<file path="src/hdl/msil_defines.svh">
`ifndef MSIL_DEFINES_SVH
`define MSIL_DEFINES_SVH

// ****************************************
// Register indices (byte address = 4 x index)
// ****************************************
`define MSIL_IDX_ACT_THR 6'h24
`define MSIL_IDX_INACT_THR 6'h25
`define MSIL_IDX_INACT_TIME 6'h26
`define MSIL_IDX_INT_EN 6'h2e
`define MSIL_IDX_PIN_SEL 6'h2f
`define MSIL_IDX_CAUSE 6'h30
`define MSIL_IDX_FORMAT 6'h31
`define MSIL_IDX_X_LO 6'h32
`define MSIL_IDX_X_HI 6'h33
`define MSIL_IDX_Y_LO 6'h34
`define MSIL_IDX_Y_HI 6'h35
`define MSIL_IDX_Z_LO 6'h36
`define MSIL_IDX_Z_HI 6'h37
`define MSIL_IDX_BUF_CTL 6'h38
`define MSIL_IDX_BUF_STAT 6'h39

// ****************************************
// Source bit positions
// ****************************************
`define MSIL_BIT_NEW 7
`define MSIL_BIT_ACT 4
`define MSIL_BIT_INACT 3
`define MSIL_BIT_WMARK 1
`define MSIL_BIT_OVR 0
`define MSIL_SRC_MASK 8'h9b

// ****************************************
// Field positions and reset values
// ****************************************
`define MSIL_FMT_INVERT 5
`define MSIL_BUF_TRIG 5
`define MSIL_REG_RESET 8'h00
`define MSIL_CAUSE_RESET 8'h02

// ****************************************
// Buffer modes and sizes
// ****************************************
`define MSIL_MODE_BYPASS 2'h0
`define MSIL_MODE_FILL 2'h1
`define MSIL_MODE_STREAM 2'h2
`define MSIL_MODE_TRIGGER 2'h3
`define MSIL_BUF_DEPTH 6'h20
`define MSIL_THR_SHIFT 4

// ****************************************
// Timing
// ****************************************
`define MSIL_CLK_HZ 125000000
`define MSIL_INACT_UNIT_S 1

`endif

</file>
<file path="src/hdl/msil_pkg.sv">
package msil_pkg;

  // ****************************************
  // Carriers
  // ****************************************
  typedef struct packed {
    logic signed [15:0] x;
    logic signed [15:0] y;
    logic signed [15:0] z;
  } msil_sample_t;

  typedef struct packed {
    logic [1:0] mode;
    logic trig_pin;
    logic [4:0] samples;
  } msil_buf_ctl_t;

endpackage

</file>
<file path="src/hdl/msil_top.sv">
// Functional notes
// - Two push-pull interrupt pins
// - Pins active high; format bit inverts both
// - All sources run together, may share pins
// - Source reaches pin only when enabled
// - Pin select register routes each source
// - Data flags clear by reading the Z high axis register
// - Reading cause clears activity and inactivity
// - New-sample flag follows unread sample availability
// - Activity set above activity threshold
// - Inactivity after quiet longer than limit
// - Watermark set when count equals samples field
// - Watermark clears when count drops below
// - Bypass overrun when unread sample overwritten
// - Other modes overrun when buffer fills
// - Overrun clears when buffer contents read
// - Four buffer modes from mode field
// - Bypass keeps buffer empty
// - Fill mode stops storing at 32
// - Watermark holds while count not below level
`timescale 1ns/1ns
`include "msil_defines.svh"

module msil_top
  import msil_pkg::*;
#(
  parameter int SEC_CYCLES = `MSIL_CLK_HZ * `MSIL_INACT_UNIT_S
)
(
  input wire logic pclk,
  input wire logic presetn,
  input wire logic psel,
  input wire logic penable,
  input wire logic pwrite,
  input wire logic [7:0] paddr,
  input wire logic [31:0] pwdata,
  output logic [31:0] prdata,
  output logic pready,
  output logic pslverr,
  input wire logic sample_valid,
  input wire msil_sample_t sample,
  output logic first_irq_pin,
  output logic second_irq_pin
);

  // ****************************************
  // Register storage
  // ****************************************
  logic [7:0] activity_threshold_reg;
  logic [7:0] inactivity_threshold_reg;
  logic [7:0] inactivity_time_limit_reg;
  logic [7:0] interrupt_enable_reg;
  logic [7:0] interrupt_pin_select_reg;
  logic [7:0] output_format_control_reg;
  msil_buf_ctl_t buffer_control_reg;
  logic act_reg;
  logic inact_reg;
  logic ovr_reg;
  logic [31:0] prdata_reg;

  // ****************************************
  // Buffer and output sample state
  // ****************************************
  msil_sample_t ram [0:31];
  msil_sample_t out_reg;
  logic out_unread_reg;
  logic [4:0] wr_ptr_reg;
  logic [4:0] rd_ptr_reg;
  logic [5:0] count_reg;
  logic trig_hit_reg;
  logic quiet_run_reg;
  logic [31:0] tick_cnt_reg;
  logic [8:0] sec_cnt_reg;
  logic first_irq_reg;
  logic second_irq_reg;

  logic [5:0] idx;
  logic acc, wr_en, rd_en, mapped, consume, cause_read;
  logic [7:0] cause, live, rd_mux;
  logic bypass, fill_like, full, push, drop_old, load, trig_event;
  logic [5:0] count_next, trig_n;
  logic wmark, act_set, quiet, loud, sec_tick, inact_set, ovr_set;
  logic pin1_raw, pin2_raw;

  function automatic logic [15:0] mag(input logic signed [15:0] v);
    mag = v[15] ? 16'(-v) : 16'(v);
  endfunction

  function automatic logic [15:0] scale(input logic [7:0] t);
    scale = {4'h0, t, 4'h0};
  endfunction

  // ****************************************
  // APB slave
  // ****************************************
  assign idx = paddr[7:2];
  assign acc = psel && penable;
  assign wr_en = acc && pwrite && mapped;
  assign rd_en = acc && !pwrite && mapped;
  assign pready = 1'b1;
  assign pslverr = acc && !mapped;
  assign prdata = prdata_reg;
  assign consume = rd_en && (idx == `MSIL_IDX_Z_HI);
  assign cause_read = rd_en && (idx == `MSIL_IDX_CAUSE);

  always_comb
  begin
    mapped = 1'b1;
    rd_mux = 8'h00;
    if (idx == `MSIL_IDX_ACT_THR)
      rd_mux = activity_threshold_reg;
    else if (idx == `MSIL_IDX_INACT_THR)
      rd_mux = inactivity_threshold_reg;
    else if (idx == `MSIL_IDX_INACT_TIME)
      rd_mux = inactivity_time_limit_reg;
    else if (idx == `MSIL_IDX_INT_EN)
      rd_mux = interrupt_enable_reg;
    else if (idx == `MSIL_IDX_PIN_SEL)
      rd_mux = interrupt_pin_select_reg;
    else if (idx == `MSIL_IDX_CAUSE)
      rd_mux = cause;
    else if (idx == `MSIL_IDX_FORMAT)
      rd_mux = output_format_control_reg;
    else if (idx == `MSIL_IDX_X_LO)
      rd_mux = out_reg.x[7:0];
    else if (idx == `MSIL_IDX_X_HI)
      rd_mux = out_reg.x[15:8];
    else if (idx == `MSIL_IDX_Y_LO)
      rd_mux = out_reg.y[7:0];
    else if (idx == `MSIL_IDX_Y_HI)
      rd_mux = out_reg.y[15:8];
    else if (idx == `MSIL_IDX_Z_LO)
      rd_mux = out_reg.z[7:0];
    else if (idx == `MSIL_IDX_Z_HI)
      rd_mux = out_reg.z[15:8];
    else if (idx == `MSIL_IDX_BUF_CTL)
      rd_mux = buffer_control_reg;
    else if (idx == `MSIL_IDX_BUF_STAT)
      rd_mux = {trig_hit_reg, 1'b0, count_reg};
    else
      mapped = 1'b0;
  end

  // Data captured in setup so the access phase needs no wait state
  always_ff @(posedge pclk or negedge presetn)
  begin
    if (!presetn)
      prdata_reg <= 32'h0;
    else if (psel && !penable)
      prdata_reg <= {24'h0, rd_mux};
  end

  always_ff @(posedge pclk or negedge presetn)
  begin
    if (!presetn)
    begin
      activity_threshold_reg <= `MSIL_REG_RESET;
      inactivity_threshold_reg <= `MSIL_REG_RESET;
      inactivity_time_limit_reg <= `MSIL_REG_RESET;
      interrupt_enable_reg <= `MSIL_REG_RESET;
      interrupt_pin_select_reg <= `MSIL_REG_RESET;
      output_format_control_reg <= `MSIL_REG_RESET;
      buffer_control_reg <= msil_buf_ctl_t'(`MSIL_REG_RESET);
    end
    else if (wr_en)
    begin
      if (idx == `MSIL_IDX_ACT_THR)
        activity_threshold_reg <= pwdata[7:0];
      else if (idx == `MSIL_IDX_INACT_THR)
        inactivity_threshold_reg <= pwdata[7:0];
      else if (idx == `MSIL_IDX_INACT_TIME)
        inactivity_time_limit_reg <= pwdata[7:0];
      else if (idx == `MSIL_IDX_INT_EN)
        interrupt_enable_reg <= pwdata[7:0] & `MSIL_SRC_MASK;
      else if (idx == `MSIL_IDX_PIN_SEL)
        interrupt_pin_select_reg <= pwdata[7:0] & `MSIL_SRC_MASK;
      else if (idx == `MSIL_IDX_FORMAT)
        output_format_control_reg <= pwdata[7:0] & 8'hef;
      else if (idx == `MSIL_IDX_BUF_CTL)
        buffer_control_reg <= msil_buf_ctl_t'(pwdata[7:0]);
    end
  end

  // ****************************************
  // Sample buffer control
  // ****************************************
  assign bypass = buffer_control_reg.mode == `MSIL_MODE_BYPASS;
  assign fill_like = (buffer_control_reg.mode == `MSIL_MODE_FILL) ||
    ((buffer_control_reg.mode == `MSIL_MODE_TRIGGER) && trig_hit_reg);
  assign full = count_reg == `MSIL_BUF_DEPTH;
  assign trig_n = {1'b0, buffer_control_reg.samples};
  assign trig_event = (buffer_control_reg.mode == `MSIL_MODE_TRIGGER) &&
    !trig_hit_reg &&
    (buffer_control_reg.trig_pin ? pin2_raw : pin1_raw);

  // Trigger cycle only trims; a sample in that same cycle is dropped
  always_comb
  begin
    push = sample_valid && !bypass && !trig_event &&
      (!full || !fill_like);
    drop_old = push && full; // Stream keeps the latest 32
    load = !bypass && !trig_event && (count_reg != 6'h0) &&
      (!out_unread_reg || consume);
    count_next = count_reg + {5'h0, push} - {5'h0, drop_old} -
      {5'h0, load};
  end

  always_ff @(posedge pclk)
  begin
    if (push)
      ram[wr_ptr_reg] <= sample;
  end

  always_ff @(posedge pclk or negedge presetn)
  begin
    if (!presetn)
    begin
      wr_ptr_reg <= 5'h0;
      rd_ptr_reg <= 5'h0;
      count_reg <= 6'h0;
      trig_hit_reg <= 1'b0;
    end
    else if (bypass)
    begin
      wr_ptr_reg <= 5'h0;
      rd_ptr_reg <= 5'h0;
      count_reg <= 6'h0;
      trig_hit_reg <= 1'b0;
    end
    else if (trig_event)
    begin
      trig_hit_reg <= 1'b1;
      if (count_reg > trig_n)
      begin
        rd_ptr_reg <= rd_ptr_reg + 5'(count_reg - trig_n);
        count_reg <= trig_n;
      end
    end
    else
    begin
      if (push)
        wr_ptr_reg <= wr_ptr_reg + 5'h1;
      rd_ptr_reg <= rd_ptr_reg + {4'h0, drop_old} + {4'h0, load};
      count_reg <= count_next;
    end
  end

  // ****************************************
  // Axis output registers
  // ****************************************
  always_ff @(posedge pclk or negedge presetn)
  begin
    if (!presetn)
    begin
      out_reg <= '0;
      out_unread_reg <= 1'b0;
    end
    else if (bypass && sample_valid)
    begin
      out_reg <= sample;
      out_unread_reg <= 1'b1;
    end
    else if (load)
    begin
      out_reg <= ram[rd_ptr_reg + {4'h0, drop_old}];
      out_unread_reg <= 1'b1;
    end
    else if (consume)
      out_unread_reg <= 1'b0;
  end

  // ****************************************
  // Motion detection
  // ****************************************
  always_comb
  begin
    act_set = sample_valid &&
      ((mag(sample.x) > scale(activity_threshold_reg)) ||
       (mag(sample.y) > scale(activity_threshold_reg)) ||
       (mag(sample.z) > scale(activity_threshold_reg)));
    quiet = (mag(sample.x) < scale(inactivity_threshold_reg)) &&
      (mag(sample.y) < scale(inactivity_threshold_reg)) &&
      (mag(sample.z) < scale(inactivity_threshold_reg));
    loud = sample_valid && !quiet;
  end

  assign sec_tick = quiet_run_reg && (tick_cnt_reg == 32'(SEC_CYCLES - 1));
  // Set once on crossing so a cleared flag is not re-raised every cycle
  assign inact_set = sec_tick &&
    (sec_cnt_reg == {1'b0, inactivity_time_limit_reg});

  always_ff @(posedge pclk or negedge presetn)
  begin
    if (!presetn)
    begin
      quiet_run_reg <= 1'b0;
      tick_cnt_reg <= 32'h0;
      sec_cnt_reg <= 9'h0;
    end
    else if (loud)
    begin
      quiet_run_reg <= 1'b0;
      tick_cnt_reg <= 32'h0;
      sec_cnt_reg <= 9'h0;
    end
    else
    begin
      if (sample_valid)
        quiet_run_reg <= 1'b1;
      if (sec_tick)
        tick_cnt_reg <= 32'h0;
      else if (quiet_run_reg)
        tick_cnt_reg <= tick_cnt_reg + 32'h1;
      if (sec_tick && (sec_cnt_reg != 9'h1ff))
        sec_cnt_reg <= sec_cnt_reg + 9'h1;
    end
  end

  // ****************************************
  // Latched causes
  // ****************************************
  assign ovr_set = bypass ?
    (sample_valid && out_unread_reg && !consume) :
    ((push && (count_next == `MSIL_BUF_DEPTH)) || drop_old);
  assign wmark = count_reg >= trig_n;

  // Set wins over a clearing read in the same cycle
  always_ff @(posedge pclk or negedge presetn)
  begin
    if (!presetn)
    begin
      act_reg <= 1'b0;
      inact_reg <= 1'b0;
      ovr_reg <= 1'b0;
    end
    else
    begin
      if (act_set)
        act_reg <= 1'b1;
      else if (cause_read)
        act_reg <= 1'b0;
      if (inact_set)
        inact_reg <= 1'b1;
      else if (cause_read)
        inact_reg <= 1'b0;
      if (ovr_set)
        ovr_reg <= 1'b1;
      else if (consume || (bypass && !out_unread_reg))
        ovr_reg <= 1'b0;
    end
  end

  always_comb
  begin
    cause = 8'h00;
    cause[`MSIL_BIT_NEW] = out_unread_reg;
    cause[`MSIL_BIT_ACT] = act_reg;
    cause[`MSIL_BIT_INACT] = inact_reg;
    cause[`MSIL_BIT_WMARK] = wmark;
    cause[`MSIL_BIT_OVR] = ovr_reg;
  end

  // ****************************************
  // Interrupt pins
  // ****************************************
  assign live = cause & interrupt_enable_reg;
  assign pin1_raw = |(live & ~interrupt_pin_select_reg);
  assign pin2_raw = |(live & interrupt_pin_select_reg);

  always_ff @(posedge pclk or negedge presetn)
  begin
    if (!presetn)
    begin
      first_irq_reg <= 1'b0;
      second_irq_reg <= 1'b0;
    end
    else
    begin
      first_irq_reg <= pin1_raw ^
        output_format_control_reg[`MSIL_FMT_INVERT];
      second_irq_reg <= pin2_raw ^
        output_format_control_reg[`MSIL_FMT_INVERT];
    end
  end

  // Push-pull: both levels always driven, no enable needed
  assign first_irq_pin = first_irq_reg;
  assign second_irq_pin = second_irq_reg;

endmodule

</file>
<file path="config.mk">
export PLATFORM = sky130hd
export DESIGN_NAME = msil_top
export DESIGN_NICKNAME = d
export VERILOG_FILES = /design/src/hdl/msil_pkg.sv /design/src/hdl/msil_top.sv
export VERILOG_INCLUDE_DIRS = /design/src /design/src/hdl
export SDC_FILE = /design/constraint.sdc
export NUM_CORES = 2
export LEC_CHECK = 0
export BUFFER_PORTS_ARGS = -buffer_cell sky130_fd_sc_hd__clkbuf_2
export CAP_MARGIN = 5
export CORE_UTILIZATION = 28
export CTS_CLUSTER_SIZE = 30
export DETAILED_ROUTE_END_ITERATION = 6
export HOLD_SLACK_MARGIN = 0.02
export PLACE_DENSITY = 0.51
export SLEW_MARGIN = 20
export SYNTH_ARGS = -nofsm -noshare
export SYNTH_HDL_FRONTEND = slang
export SYNTH_SLANG_ARGS = --single-unit
</file>
<file path="constraint.sdc">
create_clock -name pclk -period 8.6 [get_ports pclk]
set_clock_uncertainty 0.1 [all_clocks]
set_input_delay 0.86 -clock pclk [delete_from_list [all_inputs] [get_ports pclk]]
set_output_delay 0.86 -clock pclk [all_outputs]
set_load 0.005 [all_outputs]
</file>
## After elaboration in Yosys (flattened, before gate mapping)

Memory sizes are Yosys's and may differ from the RTL's.
Index checks and enable logic that the tools add are counted.

- Bits in registers: 170
- Bits in writable memories: 1536
- Input bits: 94
- Word-level logic and storage cells: 220
- Memories: 1

Memory list:

| memory | words | width | read ports | clocked after memory_dff | wr ports | RTL line | RTL |
|---|---|---|---|---|---|---|---|
| ram | 32 | 48 | 1 | 0 | 1 | msil_top.sv:64 | `msil_sample_t ram [0:31];` |

- $add $sub $neg: 13
- Magnitude comparators: 8
- Eq/ne operators: 24
- Multiplexer cells: 65
- Bitwise operators: 12
- Reduce and logical (&&, ||, !) cells: 71

Operators with widths:

| operator | number |
|---|---|
| $mux 8 | 15 |
| $eq 6x6->1 const B | 17 |
| $mux 32 | 3 |
| $mux 48 | 2 |
| $gt 16x12->1 | 3 |
| $lt 16x12->1 | 3 |
| $mux 16 | 3 |
| $neg 16->16 | 3 |
| $add 32x1->32 const B | 1 |
| $eq 32x27->1 const B | 1 |
| $logic_and 1x1->1 | 31 |
| $mux 1 | 31 |
| $mux 5 | 6 |
| $and 8x8->8 | 3 |
| $mux 6 | 3 |
| $mux 9 | 2 |
| $reduce_bool 2->1 | 8 |
| $reduce_or 8->1 | 2 |
| $sub 6x1->6 | 2 |
| $logic_not 1->1 | 11 |
| $add 5x1->5 | 2 |
| $add 9x1->9 const B | 1 |
| $eq 9x8->1 | 1 |
| $ne 9x9->1 const B | 1 |
| other kinds (24) | 38 |

## Depth between registers and ports, before layout

- Depth in word-level cells: 26
- Mapped depth: 22
- Depth with buffers taken out: 19

## Worst setup path after synthesis

OpenSTA, ideal clock, no wires.

- Path type: flip-flop to flip-flop
- Start point: register buffer_control_reg[3] (netlist name)
- End point: memory ram[15][0] (netlist name), enable pin
- Arrival time: 5636 ps
- Setup slack: 2350 ps
- Cell stages (with the launch flop): 9
- Buffers on the path: 0
- Clock period less this slack: 6250 ps
- Cell sequence: dfrtp_1 > inv_1 > ha_1 > a21o_1 > a211oi_1 > a311oi_1 > o32a_1 > a211o_1 > nor3_1

- Cells in the longest elaborated chain, start to end: 11

RTL lines:

| item | RTL line | RTL |
|---|---|---|
| start: declaration | msil_top.sv:55 | `msil_buf_ctl_t buffer_control_reg;` |
| start signal: assignment | msil_top.sv:163 | `` buffer_control_reg <= msil_buf_ctl_t'(`MSIL_REG_RESET); `` |
| start signal: assignment | msil_top.sv:180 | `buffer_control_reg <= msil_buf_ctl_t'(pwdata[7:0]);` |
| $ge 6x5->1 (*) | msil_top.sv:325 | `assign wmark = count_reg >= trig_n;` |
| $and 8x8->8 (*) | msil_top.sv:366 | `assign live = cause & interrupt_enable_reg;` |
| $and 8x8->8, on equally long branches | msil_top.sv:367, msil_top.sv:368 |  |
| $reduce_or 8->1, on equally long branches | msil_top.sv:367, msil_top.sv:368 |  |
| $mux 1 (*) | msil_top.sv:194 | `(buffer_control_reg.trig_pin ? pin2_raw : pin1_raw);` |
| $logic_and 1x1->1 (*) | msil_top.sv:192 | `` assign trig_event = (buffer_control_reg.mode == `MSIL_MODE_TRIGGER) && `` |
| $logic_not 1->1 (*) | msil_top.sv:199 | `push = sample_valid && !bypass && !trig_event &&` |
| $logic_and 1x1->1 (*) (2 in a row) | msil_top.sv:199 |  |
| $mux 1 (*) | msil_top.sv:210 | `if (push)` |
| $mux 1 (implied by the code) (*) | msil_top.sv:211 | `ram[wr_ptr_reg] <= sample;` |
| end: declaration | msil_top.sv:64 |  |

Every way passes the cells marked *; elsewhere a longest branch is shown, timed or not.

## Worst setup path after layout

- Start point: register buffer_control_reg[3] (netlist name)
- End point: register out_reg[20] (netlist name)

- Cells in the longest elaborated chain, start to end: 14

RTL lines:

| item | RTL line | RTL |
|---|---|---|
| $ge 6x5->1 (*) | msil_top.sv:325 |  |
| $and 8x8->8 (*) | msil_top.sv:366 |  |
| $and 8x8->8, on equally long branches | msil_top.sv:367, msil_top.sv:368 |  |
| $reduce_or 8->1, on equally long branches | msil_top.sv:367, msil_top.sv:368 |  |
| $mux 1 (*) | msil_top.sv:194 |  |
| $logic_and 1x1->1 (*) | msil_top.sv:192 |  |
| $logic_not 1->1 (*) | msil_top.sv:199, msil_top.sv:202 |  |
| $logic_and 1x1->1 (2 in a row) | msil_top.sv:199 |  |
| $logic_and 1x1->1 | msil_top.sv:201 | `drop_old = push && full;` |
| $add 5x1->5 | msil_top.sv:265 | `out_reg <= ram[rd_ptr_reg + {4'h0, drop_old}];` |
| $mem_v2 32x48 | - |  |
| $mux 48 | msil_top.sv:263 | `else if (load)` |
| $mux 48 | msil_top.sv:258 | `else if (bypass && sample_valid)` |
| end signal: assignment | msil_top.sv:260 | `out_reg <= sample;` |
| end signal: assignment | msil_top.sv:265 |  |
| end: declaration | msil_top.sv:65 | `msil_sample_t out_reg;` |

Every way passes the cells marked *; elsewhere a longest branch is shown, timed or not. The select of a mux whose other input is x is not followed.
A chain may end at the register's enable or synchronous reset.

==> impl_summary.md <==
Critical path
STA classifies the critical path startpoint as a flop. The worst setup path is captured at a flop. The largest fanout on the critical path is 49. By startpoint and endpoint, the worst setup path is classified as reg2reg. For this run, the slowest stage of the critical path takes 570 ps.

At the worst endpoint, the arrival time is 6970 ps. The worst reg-to-reg setup slack is 2240 ps. Grouping stages by cell kind, the critical path spends the most delay in compound AO/OA/AOI/OAI gates. Counting buffers and inverters, the worst setup path is 16 cells deep. The critical path goes through inv_1 > ha_1 > a21o_1 > a211oi_1 > a311oi_1 > o32a_1 > a21oi_2 > nor2b_1 > ha_4 > buf_12 > buf_4 > mux4_2 > mux4_2 > mux2i_1 > nor3_1 > a311o_1. For the worst setup path, the data required time is 9220 ps.

On the critical path, the stage with the largest delay is an instance of sky130_fd_sc_hd__mux4_2. For the worst flop-to-flop path, the logic depth is 16. The number of buffers and inverters on the critical path is 3. The cell type with the highest occurrence count on the critical path is sky130_fd_sc_hd__mux4_2.

Placement
In this run the cell area measured after placement is 75300 um2. The count of buffers added on input and output ports is 78. At the end of routability-driven placement, the weighted congestion stood at 0.929. The wire-length estimate of the detail-placed layout is 112 mm.

Die
The horizontal die dimension is 503 um. 130 I/O pins were placed. The area enclosed by the die boundary is 253000 um2. The number of standard-cell rows in the floorplan is 183. The area inside the core boundary is 249000 um2. The die height is 503 um. The starting density of the core is 28.2%.

Synth
The warning count from the yosys run is 0. The mean cell area of the mapped netlist is 19.7 um2. The netlist uses 75 different library cells.

The post-synthesis cell count is 3574. The cell type with the largest total area after synthesis is sky130_fd_sc_hd__edfxtp_1. Ranked by total cell area, the synthesized netlist is headed by sky130_fd_sc_hd__edfxtp_1 66%, sky130_fd_sc_hd__mux4_2 15%, sky130_fd_sc_hd__dfrtp_1 6.1%. In this run, synthesis produced a sequential element count of 1706. The share of synthesized area in the top cell type comes to 65.7%. The netlist area before placement is 70200 um2.

The most used flip-flop cell after synthesis is sky130_fd_sc_hd__edfxtp_1. The count of flip-flops with a built-in enable after synthesis is 1536. For this run, asynchronously set or reset flops after synthesis account for 9.96%. For this run, the register share of the synthesized area comes to 71.7%.

Clock network
The count of H-tree levels built during CTS is 4. The clock-pin slew on the worst setup and hold paths is 60 ps. The clock drives 1706 sinks. The clock reaches the later pin of the worst-skew pair after 830 ps. The longest clock path from root to sink contains 3 buffers. The clock tree root buffer cell is sky130_fd_sc_hd__clkbuf_16. The clock tree from TritonCTS is yes. The TritonCTS buffer count is 181.

Worst hold path
Counting instances, the worst hold path has a depth of 1. In this run the worst hold path is classified as in2reg.

Finish
The register with the most flip-flops in the layout has 1536 of them. The finished cells cover 81200 um2. The post-route netlist has 26.3% of its cells at a drive strength greater than 1.

Compared with the post-synthesis result, the final layout area differs by 15.6%. In the layout the commonest cells are 1536 x sky130_fd_sc_hd__edfxtp_1, 481 x sky130_fd_sc_hd__mux4_2, 183 x sky130_fd_sc_hd__clkbuf_16. The number of filler instances in the final layout is 23.9k.

For this run, the share of the core covered by cells in the final layout is 32.6%. The library cell used most frequently in the layout, excluding fill and tap cells, is sky130_fd_sc_hd__edfxtp_1. The net count of the finished layout is 3933.

The area used by sequential logic in the layout is 50400 um2. The multi-input combinational cells in the finished layout cover a total of 19100 um2.

STA
The final critical-path required period is 6360 ps. The total count of max-transition violations in the final report is 0. The slew at the pin closest to its max-slew limit is 1160 ps. Setup repair after global routing left no endpoint under its margin. Derived from the worst setup path, the maximum achievable clock frequency is 157 MHz. The remaining max-slew budget at the tightest pin is 22.7%.

The final setup violation count is 0. Setup total negative slack on the finished layout was measured at 0 ps. The final critical-path share of the clock period is 73.9%. The hold violation count in the final report is 0.

Detailed routing
The detailed-router iteration count before antenna repair is 6. The detailed router's first-iteration violation count is 4021. The remaining number of nets flagged by the antenna check after routing is 0. After detailed routing, the average wire length per cell comes to 27.3 um. After detailed routing, the number of remaining DRC violations is 0.

The routed layout has 36.2k vias. The routed wire length is 198 mm. After detailed routing, the number of vias per cell comes to 5.00.

Global routing
The sum of overflow across all layers after global routing is 0. Entering global routing, the biggest net connects 79 pins. The overall routing resource usage is 15.6%. The first global-routing pass estimated 282 mm of wire.

The number of antenna violations at the first check in global routing is 22. The via count of the first global-routing pass came to 36.8k.

Power
The leakage power figure is 25.6 nW. Dividing total power by cell area gives a power density of 213 nW/um2. The worst-case IR drop observed on VDD is 0.000170 V. The design draws 0.0173 W.

Job
The max capacitance violation total is 0.

Status
The flow ran to the end, and the final reports show no timing, DRC or antenna violations.
-- cells in the mapped netlist, drive strengths merged (5+ instances only) --
library cell,count
edfxtp,1536
mux4,481
dfrtp,170
clkbuf,145
nor2,106
nand2,100
ha,76
buf,72
o21ai,72
inv,71
and3,69
nor3,68
mux2i,67
xnor2,53
nand3,52
mux2,51
a21oi,48
a311o,48
xor2,35
nand4,17
nor2b,16
a22oi,15
a211oi,13
o22ai,13
nor4,12
a31oi,11
a21o,9
or3,9
or4,9
and4,8
nand2b,8
o31ai,8
fa,6
o211ai,6
o41ai,6
and2,5
or2,5
-- worst paths after layout --
path	startpoint	endpoint
min in group asynchronous	presetn	second_irq_pin$_DFF_PN0_
max in group asynchronous	presetn	inactivity_threshold_reg[7]$_DFFE_PN0P_
hold reg to reg	prdata[6]$_DFFE_PN0P_	prdata[6]$_DFFE_PN0P_
setup reg to reg	buffer_control_reg[3]$_DFFE_PN0P_	out_reg[20]$_DFFE_PN0P_
setup / recovery	buffer_control_reg[3]$_DFFE_PN0P_	out_reg[20]$_DFFE_PN0P_
hold / removal	sample[40]	ram[28][40]$_DFFE_PP_
-- final cells by class --
cell class                      count  share of cell area (%)
Sequential cell                  1706                    62.1
Multi-Input combinational cell   1603                    23.5
Clock buffer                      229                    5.89
Tap cell                         3330                    5.13
Timing Repair Buffer              194                    1.78
Clock inverter                    102                    1.32
Inverter                           71                   0.328
Antenna cell                        7                  0.0216
-- worst register-to-register path, cell delays in order, from the launching register on --
cell and delay (ps):
sky130_fd_sc_hd__dfrtp_1 520, sky130_fd_sc_hd__inv_1 80, sky130_fd_sc_hd__ha_1 330, sky130_fd_sc_hd__a21o_1 160, sky130_fd_sc_hd__a211oi_1 500, sky130_fd_sc_hd__a311oi_1 220
sky130_fd_sc_hd__o32a_1 460, sky130_fd_sc_hd__a21oi_2 180, sky130_fd_sc_hd__nor2b_1 350, sky130_fd_sc_hd__ha_4 500, sky130_fd_sc_hd__buf_12 440, sky130_fd_sc_hd__buf_4 510
sky130_fd_sc_hd__mux4_2 590, sky130_fd_sc_hd__mux4_2 490, sky130_fd_sc_hd__mux2i_1 430, sky130_fd_sc_hd__nor3_1 90, sky130_fd_sc_hd__a311o_1 290
-- stage by stage --
stage	setup WS (ps)	instances	hold WS (ps)
detailed placement	2210	6903	378
CTS	2190	7235	220
floorplan	2350	3597	353
finish	2240	7242	291
global placement	2210	6903	380
global route	1980	7239	268
-- metal layers --
metal / GRT usage, % / part of all wire [%]
met1: 21.8 / 44
met2: 24.9 / 48
met3: 2.46 / 5.3
met4: 4.99 / 2.6
met5: 0 / 0.023
-- power by group --
| group | switching [W] | total, W | internal, W | leakage, nW |
|---|---|---|---|---|
| clock network | 0.00334 | 0.00772 | 0.00438 | 2.82 |
| logic | 0.000310 | 0.000429 | 0.000118 | 6.74 |
| registers | 0.0000387 | 0.00910 | 0.00906 | 16.1 |
| total | 0.00369 | 0.0173 | 0.0136 | 25.6 |
-- what timing repair did --
action	in CTS	in global routing
hold buffers	1	0
buffers inserted	0	0
hold endpoints to repair	74	0
gates resized for setup	0	0
-- cell families after synthesis --
group / after synthesis / share of synthesized area, %
flops: 1706 / 71.7
buf+inv: 288 / 1.69
other cells: 2 / 0.0107
fa+ha+maj: 82 / 1.52
mux: 599 / 17.2
compound gates: 297 / 2.98
simple gates: 512 / 3.79
xor+xnor: 88 / 1.10
(Power assumes the default switching activity.)
